$ cat src/logic/strobe_capture_defines.vh
// constants for the strobe read capture block
`ifndef STROBE_CAPTURE_DEFINES_VH
`define STROBE_CAPTURE_DEFINES_VH
`define LR_GROUP_WIDTH     16
`define TB_GROUP_WIDTH     18
`define CAL_CODE_WIDTH     6
`define CAL_CODE_RESET     6'h20
`define CAL_CODE_MAX       6'h3F
`define CAL_CODE_MIN       6'h00
`define CLK_PERIOD_NS      100
`define LOCK_WINDOW_NS     400
`define LOCK_WINDOW_CYCLES (`LOCK_WINDOW_NS / `CLK_PERIOD_NS)
`define IDLE_GAP_NS        1600
`define IDLE_GAP_CYCLES    ((`IDLE_GAP_NS + `CLK_PERIOD_NS - 1) / `CLK_PERIOD_NS)
`endif

$ cat src/logic/calib_loop.v
// calibration delay-locked loop producing a 6-bit delay code
`timescale 1ns/1ns
`include "strobe_capture_defines.vh"
module calib_loop (
  input  wire       clk,
  input  wire       reset,
  input  wire       fb_early,
  input  wire       fb_late,
  output wire [5:0] cal_code
);
  localparam integer WIN_I = `LOCK_WINDOW_CYCLES;
  localparam [2:0]   WIN   = WIN_I[2:0];
  reg [5:0] code_reg;
  reg [5:0] code_next;
  reg [2:0] win_reg;
  reg [2:0] win_next;

  always @* begin
    code_next = code_reg;
    win_next  = win_reg + 3'h1;
    if (win_reg == WIN - 3'h1) begin
      win_next = 3'h0;
      // move the code toward lock with the system clock feedback
      if (fb_late && code_reg != `CAL_CODE_MIN) begin
        code_next = code_reg - 6'h01;
      end else if (fb_early && code_reg != `CAL_CODE_MAX) begin
        code_next = code_reg + 6'h01;
      end
    end
  end

  always @(posedge clk) begin
    if (reset) begin
      code_reg <= `CAL_CODE_RESET;
      win_reg  <= 3'h0;
    end else begin
      code_reg <= code_next;
      win_reg  <= win_next;
    end
  end

  assign cal_code = code_reg;
endmodule // calib_loop

$ cat src/logic/ddr_strobe_read_capture.v
// ddr strobe read capture, polarity detect and write transfer strobe
// What this block does
// - left/right groups carry 16 data bits, top/bottom groups carry 18.
// - one strobe delay cell per 16- or 18-cell group.
// - delayed strobe drives a local bus to every cell of its group.
// - local bus strobe clocks read data into each cell's capture registers.
// - strobe goes pad, calibrated delay, then dedicated strobe route.
// - raw strobe also feeds polarity logic for sync registers.
// - delay cell takes its setting from a 6-bit calibration code.
// - two calibration loops, each serving only its own half.
// - calibration loop tracks drift by locking to system clock feedback.
// - polarity picks which system clock edge syncs captured data.
// - polarity is decided anew at every read, not once.
// - detector senses high-to-low preamble edge and sets polarity.
// - a write transfer strobe goes to the group's output buffers.
// - transfer strobe is edge clock shifted 90 degrees by delay block.
// - transfer strobe reaches every output cell of the bus.
// - ddr input uses rise and fall registers, then resyncs both streams.
// - polarity signal inverts or passes the sync register clock.
// - ddr output registers both inputs on rise, clock muxes the pad.
`timescale 1ns/1ns
`include "strobe_capture_defines.vh"
module ddr_strobe_read_capture (
  input  wire        clk,
  input  wire        reset,
  input  wire        strobe_in,
  input  wire        strobe_driven,
  input  wire [17:0] read_data_in,
  input  wire        edge_clock_one,
  input  wire [17:0] out_data_high_phase,
  input  wire [17:0] out_data_low_phase,
  input  wire        half_select,
  input  wire        fb_early_a,
  input  wire        fb_late_a,
  input  wire        fb_early_b,
  input  wire        fb_late_b,
  output reg  [17:0] read_rise_data,
  output reg  [17:0] read_fall_data,
  output reg         read_valid,
  output reg         sync_clock_polarity,
  output reg  [5:0]  active_cal_code,
  output reg  [17:0] write_data_out,
  output reg  [17:0] write_transfer_strobe,
  output reg         read_active
);
  // top/bottom width; a left/right group leaves bits 17:16 unused
  localparam integer GW    = `TB_GROUP_WIDTH;
  localparam integer IDLE_GAP_I = `IDLE_GAP_CYCLES;
  localparam [4:0]   IDLE_GAP   = IDLE_GAP_I[4:0];

  localparam [1:0] ST_IDLE     = 2'h0;
  localparam [1:0] ST_PREAMBLE = 2'h1;
  localparam [1:0] ST_BURST    = 2'h2;

  //////////////////////////////////////////////////////////////////////////
  // pin synchronisers: three flops on strobe, driven and edge clock, change counted when 2nd and 3rd agree; read data two flops
  reg [2:0]  stb_sync_reg;
  reg [2:0]  drv_sync_reg;
  reg [2:0]  ec_sync_reg;
  reg        stb_reg;
  reg        drv_reg;
  reg        ec_reg;
  reg [17:0] dq_s1_reg;
  reg [17:0] dq_s2_reg;

  always @(posedge clk) begin
    if (reset) begin
      stb_sync_reg <= 3'h7;
      drv_sync_reg <= 3'h0;
      ec_sync_reg  <= 3'h0;
      stb_reg      <= 1'b1;
      drv_reg      <= 1'b0;
      ec_reg       <= 1'b0;
      dq_s1_reg    <= 18'h00000;
      dq_s2_reg    <= 18'h00000;
    end else begin
      stb_sync_reg <= {stb_sync_reg[1:0], strobe_in};
      drv_sync_reg <= {drv_sync_reg[1:0], strobe_driven};
      ec_sync_reg  <= {ec_sync_reg[1:0], edge_clock_one};
      if (stb_sync_reg[1] == stb_sync_reg[2]) stb_reg <= stb_sync_reg[2];
      if (drv_sync_reg[1] == drv_sync_reg[2]) drv_reg <= drv_sync_reg[2];
      if (ec_sync_reg[1] == ec_sync_reg[2]) ec_reg <= ec_sync_reg[2];
      dq_s1_reg    <= read_data_in;
      dq_s2_reg    <= dq_s1_reg;
    end
  end

  //////////////////////////////////////////////////////////////////////////
  // calibration: two loops, each for its own half of the device
  wire [5:0] code_a;
  wire [5:0] code_b;

  calib_loop loop_a (
    .clk      (clk),
    .reset    (reset),
    .fb_early (fb_early_a),
    .fb_late  (fb_late_a),
    .cal_code (code_a)
  );

  calib_loop loop_b (
    .clk      (clk),
    .reset    (reset),
    .fb_early (fb_early_b),
    .fb_late  (fb_late_b),
    .cal_code (code_b)
  );

  wire [5:0] half_code = half_select ? code_b : code_a;

  //////////////////////////////////////////////////////////////////////////
  // strobe delay cell: one per group, delays raw strobe by the code
  reg  [63:0] dly_line_reg;
  wire        local_strobe_bus;

  always @(posedge clk) begin
    if (reset) begin
      dly_line_reg <= 64'hFFFFFFFFFFFFFFFF;
    end else begin
      dly_line_reg <= {dly_line_reg[62:0], stb_reg};
    end
  end

  assign local_strobe_bus = dly_line_reg[active_cal_code];

  //////////////////////////////////////////////////////////////////////////
  // preamble detect and read state
  reg  [1:0] state_reg;
  reg  [4:0] gap_reg;
  reg        raw_prev_reg;
  reg        bus_prev_reg;
  reg        ec_prev_reg;
  wire       preamble_fall = raw_prev_reg & ~stb_reg & drv_reg;
  wire       bus_rise      = ~bus_prev_reg & local_strobe_bus;
  wire       bus_fall      = bus_prev_reg & ~local_strobe_bus;

  always @(posedge clk) begin
    if (reset) begin
      state_reg           <= ST_IDLE;
      gap_reg             <= 5'h00;
      raw_prev_reg        <= 1'b1;
      bus_prev_reg        <= 1'b1;
      ec_prev_reg         <= 1'b0;
      sync_clock_polarity <= 1'b0;
      active_cal_code     <= `CAL_CODE_RESET;
      read_active         <= 1'b0;
    end else begin
      raw_prev_reg <= stb_reg;
      bus_prev_reg <= local_strobe_bus;
      ec_prev_reg  <= ec_reg;
      case (state_reg)
        ST_IDLE: begin
          read_active     <= 1'b0;
          active_cal_code <= half_code;
          if (preamble_fall) begin
            // strobe phase against clock phase picks the sync edge
            sync_clock_polarity <= ec_reg;
            state_reg           <= ST_PREAMBLE;
            read_active         <= 1'b1;
          end
        end
        ST_PREAMBLE: begin
          gap_reg <= 5'h00;
          if (bus_rise) state_reg <= ST_BURST;
          else if (!drv_reg) state_reg <= ST_IDLE;
        end
        ST_BURST: begin
          // polarity and code held until strobe released or the idle gap runs out
          if (bus_rise || bus_fall) gap_reg <= 5'h00;
          else if (gap_reg != IDLE_GAP) gap_reg <= gap_reg + 5'h01;
          if (!drv_reg || gap_reg == IDLE_GAP) state_reg <= ST_IDLE;
        end
        default: state_reg <= ST_IDLE;
      endcase
    end
  end

  //////////////////////////////////////////////////////////////////////////
  // per-bit ddr capture, resync, and ddr output
  reg  [17:0] cap_rise_reg;
  reg  [17:0] cap_fall_reg;
  reg  [17:0] out_hi_reg;
  reg  [17:0] out_lo_reg;
  reg         fall_seen_reg;
  reg         dly_ec_reg;
  wire        sync_edge = sync_clock_polarity ? ~ec_reg : ec_reg;
  wire        sync_now  = fall_seen_reg & sync_edge;
  wire        ec_rise   = ec_reg & ~ec_prev_reg;

  genvar i;
  generate
    for (i = 0; i < GW; i = i + 1) begin : g_cell
      always @(posedge clk) begin
        if (reset) begin
          cap_rise_reg[i]          <= 1'b0;
          cap_fall_reg[i]          <= 1'b0;
          read_rise_data[i]        <= 1'b0;
          read_fall_data[i]        <= 1'b0;
          out_hi_reg[i]            <= 1'b0;
          out_lo_reg[i]            <= 1'b0;
          write_data_out[i]        <= 1'b0;
          write_transfer_strobe[i] <= 1'b0;
        end else begin
          if (bus_rise && state_reg != ST_IDLE) cap_rise_reg[i] <= dq_s2_reg[i];
          if (bus_fall && state_reg == ST_BURST) cap_fall_reg[i] <= dq_s2_reg[i];
          if (sync_now) begin
            read_rise_data[i] <= cap_rise_reg[i];
            read_fall_data[i] <= cap_fall_reg[i];
          end
          if (ec_rise) begin
            out_hi_reg[i] <= out_data_high_phase[i];
            out_lo_reg[i] <= out_data_low_phase[i];
          end
          write_data_out[i] <= ec_reg ? out_hi_reg[i] : out_lo_reg[i];
          // quarter-cycle late copy of edge clock, fanned to every cell
          write_transfer_strobe[i] <= dly_ec_reg;
        end
      end
    end
  endgenerate

  //////////////////////////////////////////////////////////////////////////
  // 90 degree shift of edge clock: delay by a quarter of measured period
  reg [5:0] ec_cnt_reg;
  reg [5:0] ec_half_reg;
  reg [5:0] since_reg;

  always @(posedge clk) begin
    if (reset) begin
      ec_cnt_reg    <= 6'h00;
      ec_half_reg   <= 6'h00;
      since_reg     <= 6'h00;
      dly_ec_reg    <= 1'b0;
      fall_seen_reg <= 1'b0;
      read_valid    <= 1'b0;
    end else begin
      if (ec_reg != ec_prev_reg) begin
        ec_half_reg <= ec_cnt_reg;
        ec_cnt_reg  <= 6'h00;
        since_reg   <= 6'h00;
      end else begin
        if (ec_cnt_reg != 6'h3F) ec_cnt_reg <= ec_cnt_reg + 6'h01;
        if (since_reg != 6'h3F) since_reg <= since_reg + 6'h01;
        if (since_reg == {1'b0, ec_half_reg[5:1]}) dly_ec_reg <= ec_reg;
      end
      if (bus_fall && state_reg == ST_BURST) fall_seen_reg <= 1'b1;
      else if (sync_now) fall_seen_reg <= 1'b0;
      read_valid <= sync_now;
    end
  end
endmodule // ddr_strobe_read_capture

$ cat config.mk
export PLATFORM = sky130hd
export DESIGN_NAME = ddr_strobe_read_capture
export DESIGN_NICKNAME = d
export VERILOG_FILES = /design/src/logic/calib_loop.v /design/src/logic/ddr_strobe_read_capture.v
export VERILOG_INCLUDE_DIRS = /design/src /design/src/logic
export SDC_FILE = /design/constraint.sdc
export NUM_CORES = 1
export LEC_CHECK = 0
export BUFFER_PORTS_ARGS = -buffer_cell sky130_fd_sc_hd__buf_2
export CORE_MARGIN = 2
export CORE_UTILIZATION = 52
export DETAILED_ROUTE_END_ITERATION = 10
export HOLD_SLACK_MARGIN = 0.03
export PLACE_DENSITY = 0.76
export SLEW_MARGIN = 20
export SYNTH_ARGS = -nofsm -noshare
export SYNTH_HDL_FRONTEND = slang
export SYNTH_HIERARCHICAL = 1
export SYNTH_SLANG_ARGS = --single-unit
export TNS_END_PERCENT = 5
$ cat constraint.sdc
create_clock -name clk -period 2.82 [get_ports clk]
set_input_delay 0.564 -clock clk [delete_from_list [all_inputs] [get_ports clk]]
set_output_delay 0.564 -clock clk [all_outputs]
set_load 0.01 [all_outputs]
After elaboration in Yosys (flattened, before gate mapping)
Index checks and enable logic that the tools add are counted.
{ "op_classes": {"n_reduce_logical": 26, "n_eq_ne": 19, "n_mux": 37, "n_lt_le_gt_ge": 1, "bitwise_logic": 12, "addsub": 9} }
{ "op_table": {"columns": ["op", "n"], "rows": [
  ["2-to-1 mux 6 bit", 5],
  ["adder 6 x 1 -> 6 bit (second input constant)", 4],
  ["!= test 6 bit (second input constant)", 4],
  ["2-to-1 mux 1 bit", 23],
  ["nonzero test 6 bit", 2],
  ["subtractor 6 x 1 -> 6 bit (second input constant)", 2],
  ["2-to-1 mux 5 bit", 2],
  ["one-hot mux 5 bit (2 select lines)", 1],
  ["AND reduction 2 bit", 5],
  ["nonzero test 2 bit", 5],
  ["2-to-1 mux 2 bit", 4],
  ["< comparator 6 x 7 -> 1 bit (second input constant)", 1],
  ["adder 3 x 1 -> 3 bit (second input constant)", 2],
  ["AND 1 bit", 6],
  ["binary-select mux 1 bit (select 6 bit)", 1],
  ["== test 3 x 2 -> 1 bit (second input constant)", 2],
  ["== test 6 x 5 -> 1 bit", 1],
  ["logical AND 1 bit", 6],
  ["!= test 3 bit (second input constant)", 2],
  ["inverter 1 bit", 6],
  ["one-hot mux 2 bit (3 select lines)", 1],
  ["OR reduction 2 bit", 3],
  ["adder 5 x 1 -> 5 bit (second input constant)", 1],
  ["== test 5 bit (second input constant)", 1],
  ["other kinds (10)", 14]
]} }
{ "word_totals": {"elab_cells": 258, "out_inout_bits": 81, "ff_bits": 296, "in_bits": 64} }

Depth between registers and ports, before layout
Gate-level depths: netlist of the first run.
{ "logic_depth": {"word_depth": 7, "depth_mapped": 12, "ltp_nobuf": 9} }

By module
Netlist of the first run, hierarchy kept.
{ "by_module_without_submodules": {"columns": ["mod", "area_each_um2", "cells_each", "instances", "seq_area_each_um2"], "rows": [
  ["ddr_strobe_read_capture", 9845.7, 978, 1, 5525.3],
  ["calib_loop", 563.0, 59, 2, 180.2]
]} }

Least setup slack after synthesis of the first run
OpenSTA, ideal clock, no wires.
{ "synth_path": {"kind": "register to register", "from": "register active_cal_code[1]", "to": "register cap_fall_reg[7]", "path_slack_ns": 0.072, "synth_period_minus_slack_ns": 2.748, "arrival_time_ns": 2.678, "required_time_ns": 2.750, "setup_time_ns": 0.070, "path_buffers": 3, "path_stages_with_launch": 12, "cell_sequence": "dfxtp_1 -> buf_6 -> mux4_1 -> mux4_2 -> nor2_4 -> o22a_1 -> ha_1 -> and2_1 -> buf_2 -> buf_1 -> nand2_1 -> a21oi_1"} }
{ "synth_via": {"elab_chain_cells": 5} }
{ "synth_lines": {"columns": ["element", "line_no", "text"], "rows": [
  ["from (decl)", "ddr_strobe_read_capture.v:41", "output reg [5:0] active_cal_code,"],
  ["from (signal assigned)", "ddr_strobe_read_capture.v:145", "active_cal_code <= `CAL_CODE_RESET;"],
  ["from (signal assigned)", "ddr_strobe_read_capture.v:154", "active_cal_code <= half_code;"],
  ["binary-select mux 1 bit (select 6 bit)", "ddr_strobe_read_capture.v:124", "assign local_strobe_bus = dly_line_reg[active_cal_code];"],
  ["2-to-1 mux 1 bit (implied by the code)", "ddr_strobe_read_capture.v:124", null],
  ["inverter 1 bit", "ddr_strobe_read_capture.v:135", "wire bus_fall = bus_prev_reg & ~local_strobe_bus;"],
  ["AND 1 bit", "ddr_strobe_read_capture.v:135", null],
  ["logical AND 1 bit", "ddr_strobe_read_capture.v:205", "if (bus_fall && state_reg == ST_BURST) cap_fall_reg[i] <= dq_s2_reg[i];"],
  ["to (signal, indexed assignment)", "ddr_strobe_read_capture.v:205", null],
  ["to (decl)", "ddr_strobe_read_capture.v:181", "reg [17:0] cap_fall_reg;"]
]} }
No other way between the ends. The select of a mux whose other input is x is not followed.
A chain may end at the register's enable or synchronous reset.

Worst setup path after layout of the first run
{ "layout_path": {"from": "register active_cal_code[1]", "to": "register gap_reg[2]"} }
{ "layout_via": {"elab_chain_cells": 7, "word_cells_on_any_way": 10, "cone_classes": "1 x eq/ne; 4 x mux; 3 x bitwise; 2 x reduce/logical"} }
{ "layout_lines": {"columns": ["element", "line_no", "text"], "rows": [
  ["binary-select mux 1 bit (select 6 bit) *", "ddr_strobe_read_capture.v:124", null],
  ["2-to-1 mux 1 bit (implied by the code) *", "ddr_strobe_read_capture.v:124", null],
  ["inverter 1 bit", "ddr_strobe_read_capture.v:135", null],
  ["AND 1 bit", "ddr_strobe_read_capture.v:135", null],
  ["logical OR 1 bit *", "ddr_strobe_read_capture.v:169", "if (bus_rise || bus_fall) gap_reg <= 5'h00;"],
  ["2-to-1 mux 5 bit / != test 3 bit (equally long branches)", null, null],
  ["one-hot mux 5 bit (2 select lines) / AND reduction 2 bit (equally long branches)", null, null],
  ["to (signal assigned)", "ddr_strobe_read_capture.v:170", "else if (gap_reg != IDLE_GAP) gap_reg <= gap_reg + 5'h01;"],
  ["to (decl)", "ddr_strobe_read_capture.v:129", "reg [4:0] gap_reg;"]
]} }
Mark *: on every way between the ends. The rest lies on a longest branch, timed or not. The select of a mux whose other input is x is not followed.

==> run_results.csv, run 1 <==
group,metric,value,unit
outcome,status,"finished, final reports clean",
final_layout,final_cells,1511,
synthesis,yosysTopAreaCell,"dfxtp_1",
floorplanning,die_h,149,um
synthesis,synthesis.area,0.0110,sq mm
synthesis,synth_edf_count,0,
clocking,cts.sinks,294,
critical_path,crit_required,3.28,ns
critical_path,rr_startpoint,"active_cal_code[1]$_SDFFE_PP0P_",
clocking,cts_tree,"built",
detailed_routing,drtAntennaViolNets,0,
final_layout,largest_reg_flops,64,
synthesis,ys_ff_latch,294,
detailed_routing,dr.pass1.iters,4,
power,power,8.91,mW
critical_path,r2r-end,"gap_reg[2]$_SDFFE_PP0P_",
timing,finalClockSkew,0.0125,ns
run,maxCapViolations,0,
placement,placed_area,0.0119,sq mm
critical_path,cp-start-kind,"flip-flop",
timing,setup_viol,0,
worst_hold_path,worstHoldPathCells,2,
power,power.density,683,mW/mm^2
clocking,cts_hold_buf,0,
synthesis,synthDistinctLibCells,60,
synthesis,synth_top_cell_area_share,53.6,%
placement,place_inst,1456,
placement,dpl_worst_slack,-0.118,ns
detailed_routing,drt-vias-per-instance,5.05,
worst_hold_path,min_delay_worst_endpoint,"stb_sync_reg[0]$_SDFF_PP1_",
timing,fmax,369,MHz
critical_path,critPathKind,"flip-flop to flip-flop",
detailed_routing,route.detailed.drc,0,
power,p_switching,1.77,mW
synthesis,syn_inst,1096,
final_layout,nFillCells,1737,
critical_path,reg2reg_slack,0.11,ns
clocking,clk_pin_slew,0.06,ns
synthesis,ys.flop_type,"dfxtp_1",
synthesis,synth_fp_nets,1181,
power,internal_power,7.14,mW
timing,maxSlewHeadroom,60.3,%
critical_path,worstPathArrival,3.17,ns
floorplanning,coreArea,0.0209,sq mm
critical_path,endpoint_kind,"flip-flop",
clocking,cts_root_buf,"clkbuf_16",
critical_path,rr_worst_depth,10,
timing,rsz0062_at_grt,"true",
grt,groute.usage.overall,18.2,%
final_layout,final_nets,1299,
detailed_routing,drt-initial-drc-count,329,
clocking,cts_max_level,1,
power,total_leakage_power,4.96,nW
worst_hold_path,min-delay-start,"strobe_in",
synthesis,syn_area_per_cell,10.0,sq um
power,power_frac_seq,47.7,%
floorplanning,rows,53,
final_layout,final_cell_mix,"dfxtp_1, nand2_1, buf_2",
final_layout,drive_above_1_share,25.2,%
timing,worst_slack,0.110,ns
synthesis,ys_top_cells_by_area,"dfxtp_1, mux2i_1, nand2_1, a21oi_1, or2_2",
grt,grt-ovfl-total,0,
final_layout,utilization,62.5,%
timing,maxSlewViolCount,0,
critical_path,path_max_fanout,8,
clocking,clockBufferDepth,3,
final_layout,final_area,0.0130,sq mm
final_layout,synthToLayoutAreaGrowth,18.9,%
worst_hold_path,hold_path.class,"input pin to flip-flop",
detailed_routing,wl,20.9,mm
detailed_routing,routedWlPerCell,13.8,um
floorplanning,initial_core_util,52.5,%
synthesis,yosysSeqAreaShare,53.6,%
timing,tightest_slew,0.595,ns
detailed_routing,routed-via-count,7624,
clocking,clk_latency,0.53,ns
grt,grt_start_max_net_pins,97,
synthesis,ys_async_sr_fraction,0,%
floorplanning,die-area,0.0223,sq mm
power,power.share.clock,48.8,%
timing,period_share,96.1,%
floorplanning,die_w,149,um
floorplanning,io_pins,145,
grt,grt_first_pass_wirelength,33.9,mm
power,irDropWorstVdd,567,uV
placement,portBuffers,144,
placement,gp_congestion,0.783,
timing,final_hold_viol_count,0,
power,swShare,19.8,%
placement,dp_hpwl,13.7,mm
clocking,cts_buffers,30,
timing,fin_crit,2.71,ns
synthesis,yosysWarnings,6,
final_layout,diodes,0,
grt,antenna_found_initial,0,
final_layout,mostFrequentLayoutCell,"dfxtp_1",
power,p_comb_share,3.5,%
grt,grt_pass1_vias,6952,
cell families after synthesis:
family / after synthesis / share of synthesized area (%)
AO/OA/AOI/OAI: 142 / 8.07
XOR/XNOR: 17 / 1.36
adder cells (fa/ha/maj): 21 / 2.53
buffers and inverters: 100 / 4.37
flip-flops: 294 / 53.6
multiplexers: 99 / 11.6
AND/OR/NAND/NOR: 423 / 18.5
cell usage after synthesis, types with 10 or more instances:
master,count
mux2i_1,79
o21ai_0,10
inv_1,19
dfxtp_1,294
nand2_1,160
buf_4,19
clkbuf_1,49
a211oi_1,10
mux4_1,16
or2_2,69
a21oi_1,88
ha_1,19
nor2b_1,52
nor2_1,96
final cells by class:
type / instances / area [sq um] / area share [%]
well taps: 275 / 344 / 2.64
clock inverters: 16 / 288 / 2.21
repair buffers: 167 / 997 / 7.64
multi-input cells: 702 / 4630 / 35.5
flip-flops and latches: 294 / 5890 / 45.1
inverters: 19 / 71.3 / 0.547
clock buffers: 38 / 822 / 6.30
stage by stage:
| step | TNS (ns) | hold WS, ns |
|---|---|---|
| after global placement | -0.0638 | 0.396 |
| after CTS | 0 | 0.212 |
| after floorplan | 0 | 0.389 |
| after detailed placement | -0.314 | 0.410 |
| after global routing | -0.0446 | 0.208 |
| final | 0 | 0.231 |
what timing repair did:
| item | CTS | global route |
|---|---|---|
| buffers inserted | 0 | 1 |
| resized for setup | 1 | 15 |
| pin swaps | 0 | 6 |
| endpoints found under the setup margin | 4 | 25 |
how the worst max path moves through the flow:
| stage | startpoint | end | slack [ns] | depth (start not counted) |
|---|---|---|---|---|
| after detailed placement | active_cal_code[1]$_SDFFE_PP0P_ | gap_reg[2]$_SDFFE_PP0P_ | -0.12 | 10 |
| after CTS | active_cal_code[1]$_SDFFE_PP0P_ | gap_reg[2]$_SDFFE_PP0P_ | 0.004 | 10 |
| after floorplan | active_cal_code[1]$_SDFFE_PP0P_ | cap_fall_reg[7]$_SDFFE_PP0P_ | 0.07 | 11 |
| after global placement | active_cal_code[1]$_SDFFE_PP0P_ | gap_reg[2]$_SDFFE_PP0P_ | -0.06 | 10 |
| final | active_cal_code[1]$_SDFFE_PP0P_ | gap_reg[2]$_SDFFE_PP0P_ | 0.11 | 10 |
| after global routing | active_cal_code[1]$_SDFFE_PP0P_ | gap_reg[2]$_SDFFE_PP0P_ | -0.04 | 10 |
layer usage:
| layer | share of wire, % | GRT usage, % | vias to the layer above |
|---|---|---|---|
| met5 | 0 | 0 | - |
| met4 | 2.3 | 4.62 | 0 |
| met3 | 3.0 | 2.63 | 34 |
| met2 | 48 | 30.5 | 115 |
| met1 | 46 | 24.8 | 3597 |
| li1 | - | - | 3878 |
worst max-delay path, cell delays in order, from the launching register on:
cell and delay, ns:
dfxtp_4 0.37, buf_12 0.13, mux4_2 0.49, mux4_2 0.51, nor2_4 0.14, o22a_1 0.20
ha_4 0.18, nor2_4 0.04, a221oi_4 0.32, o21ai_1 0.09, a21oi_1 0.17
power by group through the flow:
stage / clock network (mW) / registers [mW] / logic [mW]
after floorplan: 0 / 4.33 / 0.211
after global placement: 0 / 4.34 / 0.298
after detailed placement: 0 / 4.34 / 0.306
after CTS: 4.43 / 4.25 / 0.309
after global routing: 4.62 / 4.26 / 0.345
final: 4.35 / 4.25 / 0.309
No activity file was read; power rests on OpenSTA's default activity.
==> run 2: changes to the inputs <==
- BUFFER_PORTS_ARGS: -buffer_cell sky130_fd_sc_hd__buf_2 -> -buffer_cell sky130_fd_sc_hd__clkbuf_2
- MAX_ROUTING_LAYER: default -> met4
==> run_results.csv, run 2 (synthesis results as in run 1) <==
group,metric,value,unit
placement,place_inst,1455,
final_layout,largest_reg_flops,64,
power,irDropWorstVdd,435,uV
grt,antenna_found_initial,0,
critical_path,r2r-end,"gap_reg[1]$_SDFFE_PP0P_",
worst_hold_path,worstHoldPathCells,2,
critical_path,rr_startpoint,"active_cal_code[1]$_SDFFE_PP0P_",
critical_path,rr_worst_depth,11,
power,total_leakage_power,4.86,nW
detailed_routing,routed-via-count,7634,
detailed_routing,drt-vias-per-instance,5.06,
timing,setup_viol,0,
floorplanning,die_w,149,um
clocking,clockBufferDepth,3,
clocking,cts_tree,"built",
detailed_routing,routedWlPerCell,14.0,um
placement,gp_congestion,0.837,
timing,period_share,96.2,%
clocking,cts_hold_buf,0,
critical_path,cp-start-kind,"flip-flop",
placement,portBuffers,144,
run,maxCapViolations,0,
clocking,clk_latency,0.55,ns
power,power.density,655,mW/mm^2
timing,finalClockSkew,0.0242,ns
final_layout,mostFrequentLayoutCell,"dfxtp_1",
clocking,cts_buffers,30,
worst_hold_path,hold_path.class,"input pin to flip-flop",
detailed_routing,drt-initial-drc-count,347,
clocking,cts_max_level,1,
floorplanning,die_h,149,um
floorplanning,die-area,0.0223,sq mm
floorplanning,initial_core_util,52.5,%
timing,setup_tns,0,ns
floorplanning,rows,53,
worst_hold_path,min-delay-start,"read_data_in[17]",
grt,grt-ovfl-total,0,
final_layout,utilization,61.9,%
final_layout,synthToLayoutAreaGrowth,17.8,%
detailed_routing,route.detailed.drc,0,
worst_hold_path,min_delay_worst_endpoint,"dq_s1_reg[17]$_SDFF_PP0_",
timing,fmax,368,MHz
critical_path,crit_required,3.30,ns
critical_path,path_max_fanout,7,
floorplanning,io_pins,145,
critical_path,endpoint_kind,"flip-flop",
grt,grt_first_pass_wirelength,34.1,mm
final_layout,final_cell_mix,"dfxtp_1, nand2_1, clkbuf_2",
final_layout,diodes,0,
detailed_routing,wl,21.1,mm
clocking,cts.sinks,294,
critical_path,reg2reg_slack,0.11,ns
timing,maxSlewHeadroom,57.7,%
detailed_routing,dr.pass1.iters,5,
final_layout,drive_above_1_share,25.4,%
grt,grt_start_max_net_pins,139,
critical_path,worstPathArrival,3.20,ns
final_layout,final_nets,1302,
detailed_routing,drtAntennaViolNets,0,
critical_path,critPathKind,"flip-flop to flip-flop",
clocking,clk_pin_slew,0.06,ns
floorplanning,coreArea,0.0209,sq mm
outcome,status,"finished, final reports clean",
placement,dp_hpwl,13.5,mm
timing,tightest_slew,0.635,ns
timing,fin_crit,2.71,ns
timing,timing.hold.ws,0.222,ns
final_layout,final_cells,1510,
timing,final_hold_viol_count,0,
grt,grt_pass1_vias,7035,
timing,maxSlewViolCount,0,
clocking,cts_root_buf,"clkbuf_16",
grt,groute.usage.overall,19.0,%
run 2: cell count changes in the layout (fill, tap and decap cells not counted), sizes merged:
cell      before  now
buf          166   26
bufinv         8    2
clkbuf        39  187
clkinvlp       3    0
run 2: area by class of cell:
class	count	area, sq um
Clock buffer	43	890
Clock inverter	7	100
Fill cell	1731	7970
Inverter	19	71.3
Multi-Input combinational cell	702	4640
Sequential cell	294	5890
Tap cell	275	344
Timing Repair Buffer	170	991
run 2: metrics by stage:
stage / cell area, sq um / power (mW) / setup WS (ns)
final: 12900 / 8.46 / 0.106
after global routing: 12900 / 8.79 / -0.00261
after CTS: 12900 / 8.55 / 0.00546
after detailed placement: 11900 / 4.65 / -0.199
after global placement: 11900 / 4.64 / -0.0863
after floorplan: 11000 / 4.54 / 0.0720
run 2: how the worst max path moves through the flow:
| stage | startpoint | slack (ns) | cells past startpoint | endpoint |
|---|---|---|---|---|
| 2_1_floorplan | active_cal_code[1]$_SDFFE_PP0P_ | 0.07 | 11 | cap_fall_reg[7]$_SDFFE_PP0P_ |
| 3_3_place_gp | active_cal_code[1]$_SDFFE_PP0P_ | -0.09 | 10 | gap_reg[2]$_SDFFE_PP0P_ |
| 3_5_place_dp | active_cal_code[1]$_SDFFE_PP0P_ | -0.20 | 10 | gap_reg[2]$_SDFFE_PP0P_ |
| 4_1_cts | active_cal_code[1]$_SDFFE_PP0P_ | 0.005 | 10 | gap_reg[2]$_SDFFE_PP0P_ |
| 5_1_grt | active_cal_code[1]$_SDFFE_PP0P_ | -0.003 | 11 | gap_reg[1]$_SDFFE_PP0P_ |
| 6_report | active_cal_code[1]$_SDFFE_PP0P_ | 0.11 | 11 | gap_reg[1]$_SDFFE_PP0P_ |
run 2: power breakdown:
| group | switching, mW | leakage [nW] | internal, mW | total, mW |
|---|---|---|---|---|
| Sequential | 0.0409 | 2.38 | 4.21 | 4.25 |
| Combinational | 0.163 | 1.99 | 0.145 | 0.308 |
| Clock | 1.55 | 0.490 | 2.35 | 3.90 |
| Total | 1.75 | 4.86 | 6.71 | 8.46 |
run 2: routing by layer:
metal  routed length, um  track usage (%)  vias up
met5                   0                -        -
met4                 430             5.24        0
met3                 797             2.81       35
met2               10000             30.9      139
met1                9850             24.9     3567
li1                    -                -     3893
run 2: critical path, cell delays in order, from the launching register on:
cell	delay, ns
dfxtp_4	0.37
buf_12	0.13
mux4_2	0.51
mux4_2	0.50
nor2_4	0.14
o22a_1	0.19
ha_4	0.18
nor2_4	0.04
a221oi_4	0.30
buf_4	0.18
a22oi_2	0.04
nor2_1	0.08
run 2: repair_timing:
| item | in CTS | in global routing |
|---|---|---|
| setup endpoints to repair | 4 | 5 |
| gates resized for setup | 4 | 14 |
| pin swaps | 2 | 5 |
| buffers inserted | 0 | 5 |
| hold endpoints to repair | 0 | 0 |
